## src/rtl/pscf_pkg.sv

```systemverilog
// package for the power status, control and flag register bank
// assumes an 8-bit register port driven by the serial bus front end
package pscf_pkg;
    localparam logic [7:0] ADDR_STATUS  = 8'h05;
    localparam logic [7:0] ADDR_CONTROL = 8'h06;
    localparam logic [7:0] ADDR_FLAGS   = 8'h07;
    localparam logic [7:0] RESET_BYTE   = 8'h00;
    // status field positions
    localparam int ST_SEAL    = 7;
    localparam int ST_NVM     = 6;
    localparam int ST_ADAPTER = 5;
    localparam int ST_BUTTON  = 4;
    localparam int ST_SEQ_HI  = 3;
    localparam int ST_SEQ_LO  = 2;
    localparam int ST_CC_HI   = 1;
    localparam int ST_CC_LO   = 0;
    // control field positions
    localparam int CT_MEASURE  = 0;
    localparam int CT_PF_SHUT  = 1;
    localparam logic [7:0] CT_WRITABLE = 8'h02;
    // sequencer state codes
    localparam logic [1:0] SEQ_TRANSIT = 2'h0;
    localparam logic [1:0] SEQ_WAIT_EN = 2'h1;
    localparam logic [1:0] SEQ_ACTIVE  = 2'h2;
    localparam logic [1:0] SEQ_SUSPEND = 2'h3;
    // register state of the bank
    typedef struct packed {
        logic [1:0] adapter_sync;
        logic [1:0] button_sync;
        logic [1:0] pfail_sync;
        logic       powerfail_shutdown_enable;
        logic       coin_cell_measure_start;
        logic [7:0] suspend_rail_flags;
        logic [1:0] prev_seq;
        logic       shutdown_req;
        logic [7:0] rd_data;
    } pscf_state_t;
endpackage : pscf_pkg

```

## src/rtl/pscf_regs.sv

```systemverilog
// status, control and suspend-flag registers of the power manager
// assumes seq_state, rail enables and coin-cell level come from sys_clk
// logic; pins are asynchronous and synchronised here
// What this block does
// - status bit 7 reads 0 while seal fresh, 1 once broken
// - status bit 6 reads 1 once non-volatile settings have changed
// - status bit 5 follows adapter-detect pin level
// - status bit 4 is push-button pin inverted
// - status bits 3-2 give sequencer state code
// - status bits 1-0 give coin-cell level code
// - control bit 0 starts measurement, self-clears; writing 0 ignored
// - control bit 1 set and power-fail low requests full shutdown
// - control bit 1 clear: power-fail never requests shutdown
// - flag bit set when waking from suspend with that rail kept on
// - flag bit 0 after wake from off or rail off; reset 0
`timescale 1ns/1ps
module pscf_regs
(
    // clock and reset
    input  wire logic       sys_clk,
    input  wire logic       sys_rst,
    // register port
    input  wire logic [7:0] reg_addr,
    input  wire logic       reg_wr,
    input  wire logic       reg_rd,
    input  wire logic [7:0] reg_wdata,
    output logic      [7:0] reg_rdata,
    // device condition
    input  wire logic       freshness_seal,
    input  wire logic       nvm_changed,
    input  wire logic [1:0] seq_state,
    input  wire logic [1:0] coin_cell_level,
    input  wire logic       wake_from_suspend,
    input  wire logic [7:0] suspend_rail_enables,
    // pins
    input  wire logic       adapter_detect_pin,
    input  wire logic       push_button_pin,
    input  wire logic       powerfail_out_n,
    // actions
    output logic            coin_cell_measure_start,
    output logic            powerfail_shutdown_enable,
    output logic            shutdown_req
);
    pscf_pkg::pscf_state_t r;
    pscf_pkg::pscf_state_t next_r;
    logic [7:0]            status;
    logic                  power_up;
    logic                  ctrl_wr;

    // sequencer entering active marks a power-up
    assign power_up = r.prev_seq != pscf_pkg::SEQ_ACTIVE
                      && seq_state == pscf_pkg::SEQ_ACTIVE;
    assign ctrl_wr  = reg_wr && reg_addr == pscf_pkg::ADDR_CONTROL;

    always_comb
    begin
        status                      = '0;
        status[pscf_pkg::ST_SEAL]   = freshness_seal;
        status[pscf_pkg::ST_NVM]    = nvm_changed;
        status[pscf_pkg::ST_ADAPTER] = r.adapter_sync[1];
        status[pscf_pkg::ST_BUTTON] = ~r.button_sync[1];
        status[pscf_pkg::ST_SEQ_HI:pscf_pkg::ST_SEQ_LO] = seq_state;
        status[pscf_pkg::ST_CC_HI:pscf_pkg::ST_CC_LO] = coin_cell_level;
    end

    always_comb
    begin
        next_r              = r;
        next_r.adapter_sync = {r.adapter_sync[0], adapter_detect_pin};
        next_r.button_sync  = {r.button_sync[0], push_button_pin};
        next_r.pfail_sync   = {r.pfail_sync[0], powerfail_out_n};
        next_r.prev_seq     = seq_state;
        // measurement start lasts one cycle
        next_r.coin_cell_measure_start = 1'b0;
        if (reg_wr && reg_addr == pscf_pkg::ADDR_CONTROL)
        begin
            next_r.powerfail_shutdown_enable =
                reg_wdata[pscf_pkg::CT_PF_SHUT];
            next_r.coin_cell_measure_start =
                reg_wdata[pscf_pkg::CT_MEASURE];
        end
        next_r.shutdown_req = r.powerfail_shutdown_enable
                            && !r.pfail_sync[1];
        // on power-up, capture rails when waking from suspend, otherwise clear the flags
        if (power_up)
        begin
            if (wake_from_suspend)
                next_r.suspend_rail_flags = suspend_rail_enables;
            else
                next_r.suspend_rail_flags = pscf_pkg::RESET_BYTE;
        end
        case (reg_addr)
            pscf_pkg::ADDR_STATUS:  next_r.rd_data = status;
            pscf_pkg::ADDR_CONTROL: next_r.rd_data =
                {6'h00, r.powerfail_shutdown_enable, 1'b0};
            pscf_pkg::ADDR_FLAGS:   next_r.rd_data = r.suspend_rail_flags;
            default:                next_r.rd_data = pscf_pkg::RESET_BYTE;
        endcase
        if (!reg_rd)
            next_r.rd_data = r.rd_data;
    end

    always_ff @(posedge sys_clk)
    begin
        if (sys_rst)
            r <= '0;
        else
            r <= next_r;
    end

    assign reg_rdata                 = r.rd_data;
    assign coin_cell_measure_start   = r.coin_cell_measure_start;
    assign powerfail_shutdown_enable = r.powerfail_shutdown_enable;
    assign shutdown_req              = r.shutdown_req;
endmodule : pscf_regs

```

## config.mk

```make
export PLATFORM = sky130hd
export DESIGN_NAME = pscf_regs
export DESIGN_NICKNAME = d
export VERILOG_FILES = /design/src/rtl/pscf_pkg.sv /design/src/rtl/pscf_regs.sv
export SDC_FILE = /design/constraint.sdc
export NUM_CORES = 1
export LEC_CHECK = 0
export BUFFER_PORTS_ARGS = -buffer_cell sky130_fd_sc_hd__buf_2
export CAP_MARGIN = 25
export CORE_MARGIN = 2
export CORE_UTILIZATION = 46
export DETAILED_ROUTE_END_ITERATION = 8
export PLACE_DENSITY = 0.77
export SLEW_MARGIN = 10
export SYNTH_ARGS = -nofsm -noshare
export SYNTH_HDL_FRONTEND = slang
export SYNTH_SLANG_ARGS = --single-unit
export TNS_END_PERCENT = 20
```

## constraint.sdc

```tcl
create_clock -name sys_clk -period 1.4 [get_ports sys_clk]
set_input_delay 0.14 -clock sys_clk [delete_from_list [all_inputs] [get_ports sys_clk]]
set_output_delay 0.14 -clock sys_clk [all_outputs]
set_load 0.005 [all_outputs]
```

==> run_results.csv, run 1 <==
group,metric,value,unit
timing,fin_skew,0.000858,ns
clock_network,cts_buffers,3,
yosys,async_reset_ff_share,0,%
pwr,ir_drop,0.000575,V
route,num_vias,932,
floorplanning,ioPinCount,49,
clock_network,cts_resized,0,
clock_network,cts.clk_slew.worst_paths,0.14,ns
final_layout,fill_cells,221,
timing,clock.fmax,912,MHz
floorplanning,die_h,54.3,um
timing,post-route-period-util,78.4,%
timing,setup_viol,0,
yosys,ys_seq_area_share,46.5,%
critical_path,cp-end-kind,"flop",
critical_path,crit_fanout,8,
timing,slew_viol_final,0,
yosys,synth_compound_area_share,14.6,%
final_layout,drive_above_1_share,36.0,%
route,dr.pass1.iters,4,
timing,hold_viol_final,0,
critical_path,critPathRequiredTime,1.66,ns
critical_path,r2r_end,"r[18]",
floorplanning,fp-row-count,18,
critical_path,critPathKind,"flop to flop",
clock_network,ctsHoldBuffers,0,
yosys,synth_edf_count,0,
yosys,syn-cell-area,0.00116,mm^2
clock_network,clk_root_buffer_cell,"clkbuf_4",
final_layout,fin_area,0.00136,mm^2
yosys,ys.flop_type,"dfxtp_1",
final_layout,antenna_cells,0,
critical_path,arrival,1.36,ns
yosys,synth.avg_cell_area,9.86,um^2
floorplanning,dieArea,0.00295,mm^2
critical_path,ff2ff_path_depth,3,
yosys,synth_nets,156,
timing,worst_slack,0.303,ns
yosys,synth_top_family_by_area,"simple AND/OR/NAND/NOR gates",
yosys,ys_ff_latch,27,
critical_path,cp_cell_sequence,"nor2b_1, o21ai_0, a21oi_1",
placed_design,place.gp.congestion,0.753,
timing,rsz0062_at_grt,"false",
route,wl_per_cell,12.4,um
worst_hold_path,min_path_type,"input port to flop",
route,antenna_left,0,
floorplanning,initial_utilization,47.8,%
route,viasPerCell,5.18,
pwr,p_leak,0.000571,uW
global_route,antenna_found_initial,0,
placed_design,placed_area,0.00133,mm^2
route,route.detailed.drc,0,
final_layout,instances_no_fill,180,
placed_design,place_inst,176,
yosys,synth_cells,118,
yosys,synthXorXnorAreaFrac,0,%
yosys,yosysWarnings,0,
yosys,synth-simple-area-share,23.9,%
global_route,grt_overflow,0,
timing,tightest_slew,0.512,ns
critical_path,crit_start,"r[10]",
clock_network,insertion_delay,0.32,ns
route,totalWireLength,2.23,mm
clock_network,cts_tree,"done",
pwr,pwr_density_cell,928,mW/mm^2
yosys,synth_cell_types,21,
run_status,status,"finished, final reports clean",
critical_path,slowest_delay,0.37,ns
yosys,yosys.area_share.adder,0,%
timing,period_needed,1.10,ns
clock_network,clock-sinks,27,
critical_path,r2r_start,"r[10]",
timing,fin_tns_setup,0,ns
placed_design,hpwl,1.71,mm
critical_path,start_kind,"flop",
critical_path,r2r_slack,0.30,ns
final_layout,area_delta_synth_final,17.1,%
floorplanning,core_area,0.00243,mm^2
yosys,synth.mux.area_fraction,6.99,%
final_layout,num-nets-final,189,
global_route,grt_pass1_wl,3.45,mm
global_route,grt_max_degree,22,
timing,slew_headroom,65.8,%
route,drtIter0Drc,7,
global_route,grt_pass1_vias,858,
floorplanning,die_w,54.3,um
placed_design,io_buffers,42,
clock_network,htree_levels,1,
pwr,p_total,1260,uW
clock_network,post-cts-setup-buffers,0,
critical_path,crit_path_end,"r[18]",
clock_network,cts_buffer_depth,2,
job,drv_cap,0,
global_route,track_usage,16.1,%
critical_path,crit_slowest_cell,"nor2b_1",
placed_design,preCtsSetupSlack,0.183,ns
power breakdown:
group / internal, uW / switching (uW) / total [uW]
Combinational: 68.1 / 71.3 / 139
Clock: 109 / 224 / 333
Sequential: 786 / 5.79 / 792
placed cells by master (no fill, tap or decap), drive strengths merged, types with 3 or more instances in the layout:
cell and count:
dfxtp 27, nand2b 12, o21ai 8, mux2i 7, nor2 3, nand4 8
clkbuf 3, nor2b 11, o32ai 7, a21oi 9, buf 44
state kept, by name, summed over array words and instances, names as in the netlist:
name / flops
r: 13
next_r: 3
shutdown_req: 1
reg_rdata: 8
powerfail_shutdown_enable: 1
coin_cell_measure_start: 1
cell usage after synthesis (3+ instances only):
master / instances / area (um^2)
buf_4: 9 / 67.6
clkbuf_1: 7 / 26.3
nor2_1: 3 / 11.3
dfxtp_1: 27 / 541
o32ai_1: 7 / 61.3
nand2b_1: 12 / 75.1
mux2i_1: 7 / 70.1
o21ai_0: 8 / 40.0
nand4_1: 8 / 50.1
a21oi_1: 9 / 45.0
nor2b_1: 11 / 68.8
stage by stage:
stage	util, %	hold WS [ns]
5_1_grt	56.0	0.00167
4_1_cts	56.0	0.00269
3_3_place_gp	54.8	0.348
3_5_place_dp	54.8	0.352
2_1_floorplan	-	0.268
6_report	56.0	0.0161
routing by layer:
layer	GRT usage [%]	part of all wire [%]	vias up	wire length, um
met5	0	0	-	0
met4	7.50	0.67	0	15
met3	3.01	4.9	2	108
met2	26.9	51	20	1130
met1	20.1	44	430	971
li1	-	-	480	-
kinds of logic after synthesis:
family / after synthesis
AOI/OAI and AO/OA: 26
buffers and inverters: 16
DFF: 27
muxes: 8
and+or+nand+nor: 41
worst min-delay path by stage:
stage	from	to	slack (ns)	cells after the start
after floorplan	powerfail_out_n	next_r[22]	0.27	1
after global placement	adapter_detect_pin	next_r[26]	0.35	2
after detailed placement	adapter_detect_pin	next_r[26]	0.35	2
after CTS	adapter_detect_pin	next_r[26]	0.003	2
after global routing	powerfail_out_n	next_r[22]	0.002	2
final	adapter_detect_pin	next_r[26]	0.02	2
cell type report:
class | instances | area, um^2 | area share [%]
clock buffers | 3 | 22.5 | 1.65
flip-flops and latches | 27 | 541 | 39.7
multi-input cells | 75 | 529 | 38.8
well taps | 30 | 37.5 | 2.75
repair buffers | 44 | 225 | 16.5
clock inverters | 1 | 7.51 | 0.551
worst max-delay path, delay by kind of cell (launching register included):
kind	cells	cell delay, ns
and+or+nand+nor	1	0.37
AOI/OAI and AO/OA	2	0.31
DFF	1	0.36
Power figures use the tool's default switching activity.
==> run 2, diff against run 1 <==
--- a/config.mk
+++ b/config.mk
@@ -8,9 +8,9 @@
 export BUFFER_PORTS_ARGS = -buffer_cell sky130_fd_sc_hd__buf_2
 export CAP_MARGIN = 25
 export CORE_MARGIN = 2
-export CORE_UTILIZATION = 46
+export CORE_UTILIZATION = 42
 export DETAILED_ROUTE_END_ITERATION = 8
-export PLACE_DENSITY = 0.77
+export PLACE_DENSITY = 0.74
 export SLEW_MARGIN = 10
 export SYNTH_ARGS = -nofsm -noshare
 export SYNTH_HDL_FRONTEND = slang
==> constraint.sdc (replaced) <==
create_clock -name sys_clk -period 1 [get_ports sys_clk]
set_input_delay 0.1 -clock sys_clk [delete_from_list [all_inputs] [get_ports sys_clk]]
set_output_delay 0.1 -clock sys_clk [all_outputs]
set_load 0.005 [all_outputs]
==> run 2 against run 1 <==
Compared with the run above: clock power rose by 32%; non-clock buffer count rose by 4; critical path depth fell by 2; count of clock-buffer cells in the layout rose by 1; sequential power rose by 40%; via count rose by 4.0%; largest power group unchanged; highest routed layer unchanged.
==> run_results.csv, run 2 (synthesis results as in run 1) <==
group,metric,value,unit
critical_path,cp_top_family,"flip-flops",
pwr,clockPowerShare,25.0,%
critical_path,crit_slowest_cell,"dfxtp_1",
critical_path,start_kind,"flop",
route,totalWireLength,2.36,mm
clock_network,cts_buffers,3,
route,route.detailed.drc,0,
route,antenna_left,0,
placed_design,place_inst,179,
clock_network,clock-sinks,27,
route,num_vias,969,
pwr,p_leak,0.000591,uW
final_layout,fin_area,0.00140,mm^2
clock_network,cts_tree,"done",
placed_design,hpwl,1.84,mm
final_layout,largest_register_ffs,13,
timing,post-route-period-util,94.6,%
floorplanning,die_h,56.6,um
timing,clock.fmax,1060,MHz
global_route,grt_overflow,0,
final_layout,antenna_cells,0,
final_layout,final_cell_mix,"buf_2 (42), dfxtp_1 (26), nand2b_1 (11), nor2b_1 (11), a21oi_1 (9)",
critical_path,cp-end-kind,"primary output",
pwr,comb_power_share,12.1,%
placed_design,place.gp.congestion,0.729,
pwr,pwr-share-seq,63.0,%
pwr,p_total,1760,uW
global_route,track_usage,16.0,%
critical_path,crit_fanout,4,
run_status,status,"finished, final reports clean",
route,viasPerCell,5.24,
critical_path,critPathRequiredTime,0.90,ns
final_layout,largest-register,"r",
floorplanning,dieArea,0.00321,mm^2
worst_hold_path,min_path_type,"input port to flop",
critical_path,cp_cell_sequence,"buf_2",
floorplanning,fp-row-count,19,
critical_path,arrival,0.85,ns
timing,tightest_slew,0.343,ns
timing,hold_viol_final,0,
final_layout,num-nets-final,193,
global_route,grt_max_degree,28,
timing,period_needed,0.946,ns
route,drtIter0Drc,12,
floorplanning,ioPinCount,49,
final_layout,final_core_util,52.3,%
clock_network,insertion_delay,0.31,ns
clock_network,clk_root_buffer_cell,"clkbuf_4",
global_route,antenna_found_initial,0,
critical_path,slowest_delay,0.41,ns
pwr,ir_drop,0.000798,V
critical_path,critPathKind,"flop to primary output",
placed_design,io_buffers,42,
global_route,grt_pass1_wl,4.05,mm
pwr,power.internal,1360,uW
timing,slew_viol_final,0,
final_layout,area_delta_synth_final,20.6,%
final_layout,drive_above_1_share,37.7,%
timing,slew_headroom,77.2,%
final_layout,final_common_cell,"buf_2",
pwr,p_sw_share,22.6,%
clock_network,htree_levels,1,
floorplanning,die_w,56.6,um
clock_network,cts.clk_slew.worst_paths,0.13,ns
placed_design,placed_area,0.00135,mm^2
placed_design,preCtsSetupSlack,-0.153,ns
critical_path,path_buf_inv,1,
clock_network,post-cts-setup-buffers,0,
timing,fin_skew,0.00138,ns
clock_network,cts_buffer_depth,2,
timing,setup_viol,0,
global_route,grt_pass1_vias,969,
pwr,pwr_density_cell,1260,mW/mm^2
route,dr.pass1.iters,4,
final_layout,instances_no_fill,185,
timing,worst_slack,0.0537,ns
route,wl_per_cell,12.8,um
floorplanning,initial_utilization,43.3,%
job,drv_cap,0,
floorplanning,core_area,0.00269,mm^2
pwr,switchingPower,399,uW
[run 2: changes by cell type in the layout (fill, tap and decap cells not counted), sizes merged]
cell	change
buf	+2
dlygate4sd3	+2
clkbuf	+1
clkinvlp	-1
[run 2: area by class of cell]
type / instances / area, um^2
clock buffers: 4 / 26.3
fillers: 256 / 1280
multi-input cells: 75 / 537
flip-flops and latches: 27 / 542
well taps: 31 / 38.8
repair buffers: 48 / 260
[run 2: what timing repair did]
| action | in CTS | in global routing |
|---|---|---|
| hold buffers | 2 | 0 |
| endpoints found under the hold margin | 2 | 0 |
| endpoints found under the setup margin | 0 | 9 |
| gates resized for setup | 0 | 10 |
[run 2: final timing paths]
kind | start | endpoint | slack [ns] | depth (start not counted)
worst min-delay path | adapter_detect_pin | next_r[26] | 0.02 | 2
worst max register to register | reg_rdata[1] | reg_rdata[1] | 0.06 | 2
worst min register to register | r[22] | shutdown_req | 0.43 | 1
worst max-delay path | powerfail_shutdown_enable | powerfail_shutdown_enable | 0.05 | 1
[run 2: power by group through the flow]
stage | logic [uW] | registers [uW] | clock network [uW]
3_5_place_dp | 202 | 1130 | 0
2_1_floorplan | 109 | 1130 | 0
4_1_cts | 209 | 1110 | 468
3_3_place_gp | 195 | 1130 | 0
5_1_grt | 237 | 1110 | 495
6_report | 213 | 1110 | 440
[run 2: stage by stage]
step	hold slack, ns	TNS (ns)
2_1_floorplan	0.228	0
3_3_place_gp	0.307	-0.772
3_5_place_dp	0.317	-1.02
4_1_cts	0.0125	0
5_1_grt	0.0155	-0.0338
6_report	0.0248	0
[run 2: metal layers]
layer / vias up / share of wire (%) / global-route usage, %
met5: - / 0 / 0
met4: 0 / 1.4 / 7.82
li1: 486 / - / -
met1: 451 / 41 / 19.1
met3: 4 / 5.7 / 2.76
met2: 28 / 51 / 27.4
==> run 3, diff against run 2 <==
--- a/config.mk
+++ b/config.mk
@@ -8,9 +8,9 @@
 export BUFFER_PORTS_ARGS = -buffer_cell sky130_fd_sc_hd__buf_2
 export CAP_MARGIN = 25
 export CORE_MARGIN = 2
-export CORE_UTILIZATION = 42
+export CORE_UTILIZATION = 46
 export DETAILED_ROUTE_END_ITERATION = 8
-export PLACE_DENSITY = 0.74
+export PLACE_DENSITY = 0.77
 export SLEW_MARGIN = 10
 export SYNTH_ARGS = -nofsm -noshare
 export SYNTH_HDL_FRONTEND = slang
==> constraint.sdc (replaced) <==
create_clock -name sys_clk -period 0.9 [get_ports sys_clk]
set_input_delay 0.09 -clock sys_clk [delete_from_list [all_inputs] [get_ports sys_clk]]
set_output_delay 0.09 -clock sys_clk [all_outputs]
set_load 0.005 [all_outputs]
==> run 3 against run 2 <==
Compared with the run above: the run now ends with setup timing left; combinational power rose by 21%; critical path depth increased by 2; non-clock buffer count rose by 5; clock power rose by 15%; setup slack worse by 0.084 ns; sequential cell count did not move; die area shrank 8.1%; final area increased by 7.0%; register-to-register slack got worse by 0.09 ns; critical endpoint is now r[15].
==> run_results.csv, run 3 (synthesis results as in run 1) <==
group,metric,value,unit
pwr,comb_power_share,12.9,%
timing,post-route-period-util,103,%
critical_path,cp_cell_sequence,"nor2b_4, o21ai_0, a21oi_1",
pwr,pwr-share-seq,61.9,%
global_route,track_usage,16.4,%
pwr,ir_drop,0.000809,V
clock_network,clk_root_buffer_cell,"clkbuf_4",
clock_network,clock-sinks,27,
clock_network,cts.clk_slew.worst_paths,0.14,ns
critical_path,critPathRequiredTime,1.16,ns
pwr,power.internal,1530,uW
run_status,status,"finished, violations left",
critical_path,critPathKind,"flop to flop",
placed_design,io_buffers,42,
final_layout,final_common_cell,"buf_2",
global_route,antenna_found_initial,0,
timing,setup_viol,8,
route,dr.pass1.iters,4,
clock_network,insertion_delay,0.32,ns
final_layout,final_core_util,61.8,%
timing,fin_tns_setup,-0.156,ns
route,totalWireLength,2.24,mm
final_layout,largest_register_ffs,13,
route,viasPerCell,5.20,
critical_path,slowest_delay,0.39,ns
route,drtIter0Drc,20,
floorplanning,die_w,54.3,um
timing,fin_skew,0.00702,ns
route,num_vias,983,
pwr,p_total,2000,uW
floorplanning,fp-row-count,18,
global_route,grt_overflow,0,
route,antenna_left,0,
clock_network,cts_buffer_depth,2,
timing,period_needed,0.931,ns
worst_hold_path,min_to,"r[16]",
floorplanning,initial_utilization,47.8,%
critical_path,r2r_slack,-0.03,ns
timing,holdWs,0.0236,ns
timing,worst_slack,-0.0306,ns
final_layout,antenna_cells,0,
final_layout,area_delta_synth_final,29.1,%
floorplanning,dieArea,0.00295,mm^2
pwr,clockPowerShare,25.2,%
run_status,violations,"setup timing",
worst_hold_path,min_from,"suspend_rail_enables[5]",
critical_path,r2r_start,"r[10]",
global_route,grt_pass1_vias,834,
final_layout,num-nets-final,198,
placed_design,place.gp.congestion,0.785,
timing,rsz0062_at_grt,"true",
critical_path,r2r_end,"r[15]",
route,route.detailed.drc,0,
timing,slew_headroom,79.2,%
pwr,pwr_density_cell,1330,mW/mm^2
floorplanning,die_h,54.3,um
worst_hold_path,min_path_type,"input port to flop",
floorplanning,ioPinCount,49,
clock_network,htree_levels,1,
critical_path,crit_fanout,8,
pwr,p_leak,0.000630,uW
timing,slew_viol_final,0,
clock_network,cts_tree,"done",
critical_path,ff2ff_path_depth,3,
floorplanning,core_area,0.00243,mm^2
clock_network,post-cts-setup-buffers,0,
pwr,p_sw_share,23.5,%
timing,clock.fmax,1070,MHz
placed_design,hpwl,1.66,mm
route,wl_per_cell,11.9,um
clock_network,cts_buffers,3,
global_route,grt_pass1_wl,3.53,mm
final_layout,drive_above_1_share,46.5,%
job,drv_cap,0,
pwr,switchingPower,470,uW
timing,hold_viol_final,0,
timing,tightest_slew,0.312,ns
critical_path,crit_slowest_cell,"dfxtp_2",
global_route,grt_max_degree,22,
final_layout,largest-register,"r",
critical_path,start_kind,"flop",
critical_path,cp-end-kind,"flop",
final_layout,final_cell_mix,"buf_2 (39), dfxtp_1 (16), nand2b_1 (11), dfxtp_2 (11), nor2b_1 (10)",
worst_hold_path,whs_path_depth,3,
critical_path,arrival,1.19,ns
[run 3: through the flow]
stage | instances | area (um^2) | setup WS [ns]
6_report | 189 | 1500 | -0.0306
5_1_grt | 189 | 1500 | -0.0800
4_1_cts | 189 | 1470 | -0.0280
3_5_place_dp | 180 | 1360 | -0.255
3_3_place_gp | 180 | 1360 | -0.177
2_1_floorplan | 118 | 1170 | -0.0113
[run 3: what timing repair did]
| item | CTS | global route |
|---|---|---|
| gates resized for setup | 9 | 16 |
| hold buffers | 5 | 0 |
| setup endpoints to repair | 10 | 18 |
| endpoints found under the hold margin | 5 | 0 |
| pin swaps | 0 | 2 |
| cloned | 0 | 0 |
[run 3: per-layer routing]
layer	track usage (%)	wire, um	share of wire (%)	vias to the layer above
met2	26.5	1050	47	31
met4	7.50	31	1.4	0
met1	21.7	1030	46	449
met3	2.19	126	5.6	4
li1	-	-	-	499
met5	0	0	0	-
[run 3: worst max path at each step]
stage | startpoint | end
floorplan | reg_addr[1] | reg_rdata[1]
CTS | r[12] | reg_rdata[1]
detailed placement | reg_addr[3] | reg_rdata[3]
global route | r[10] | r[15]
global placement | reg_addr[3] | reg_rdata[6]
finish | r[10] | r[15]
[run 3: layout make-up]
type,count,area (um^2)
fill,215,930
clock buffer,3,22.5
multi-input combinational,75,559
sequential,27,554
tap,30,37.5
clock inverter,1,5.00
timing repair buffer,53,324
[run 3: critical path: cells and delay by family, from the launching register on]
kind	cells	cell delay (ns)
flops	1	0.39
compound gates	2	0.23
simple gates	1	0.25
[run 3: power groups by stage]
stage / logic, uW / registers (uW) / clock network [uW]
floorplan: 123 / 1260 / 0
global placement: 226 / 1260 / 0
detailed placement: 229 / 1260 / 0
CTS: 254 / 1240 / 540
global route: 284 / 1240 / 585
finish: 258 / 1240 / 504
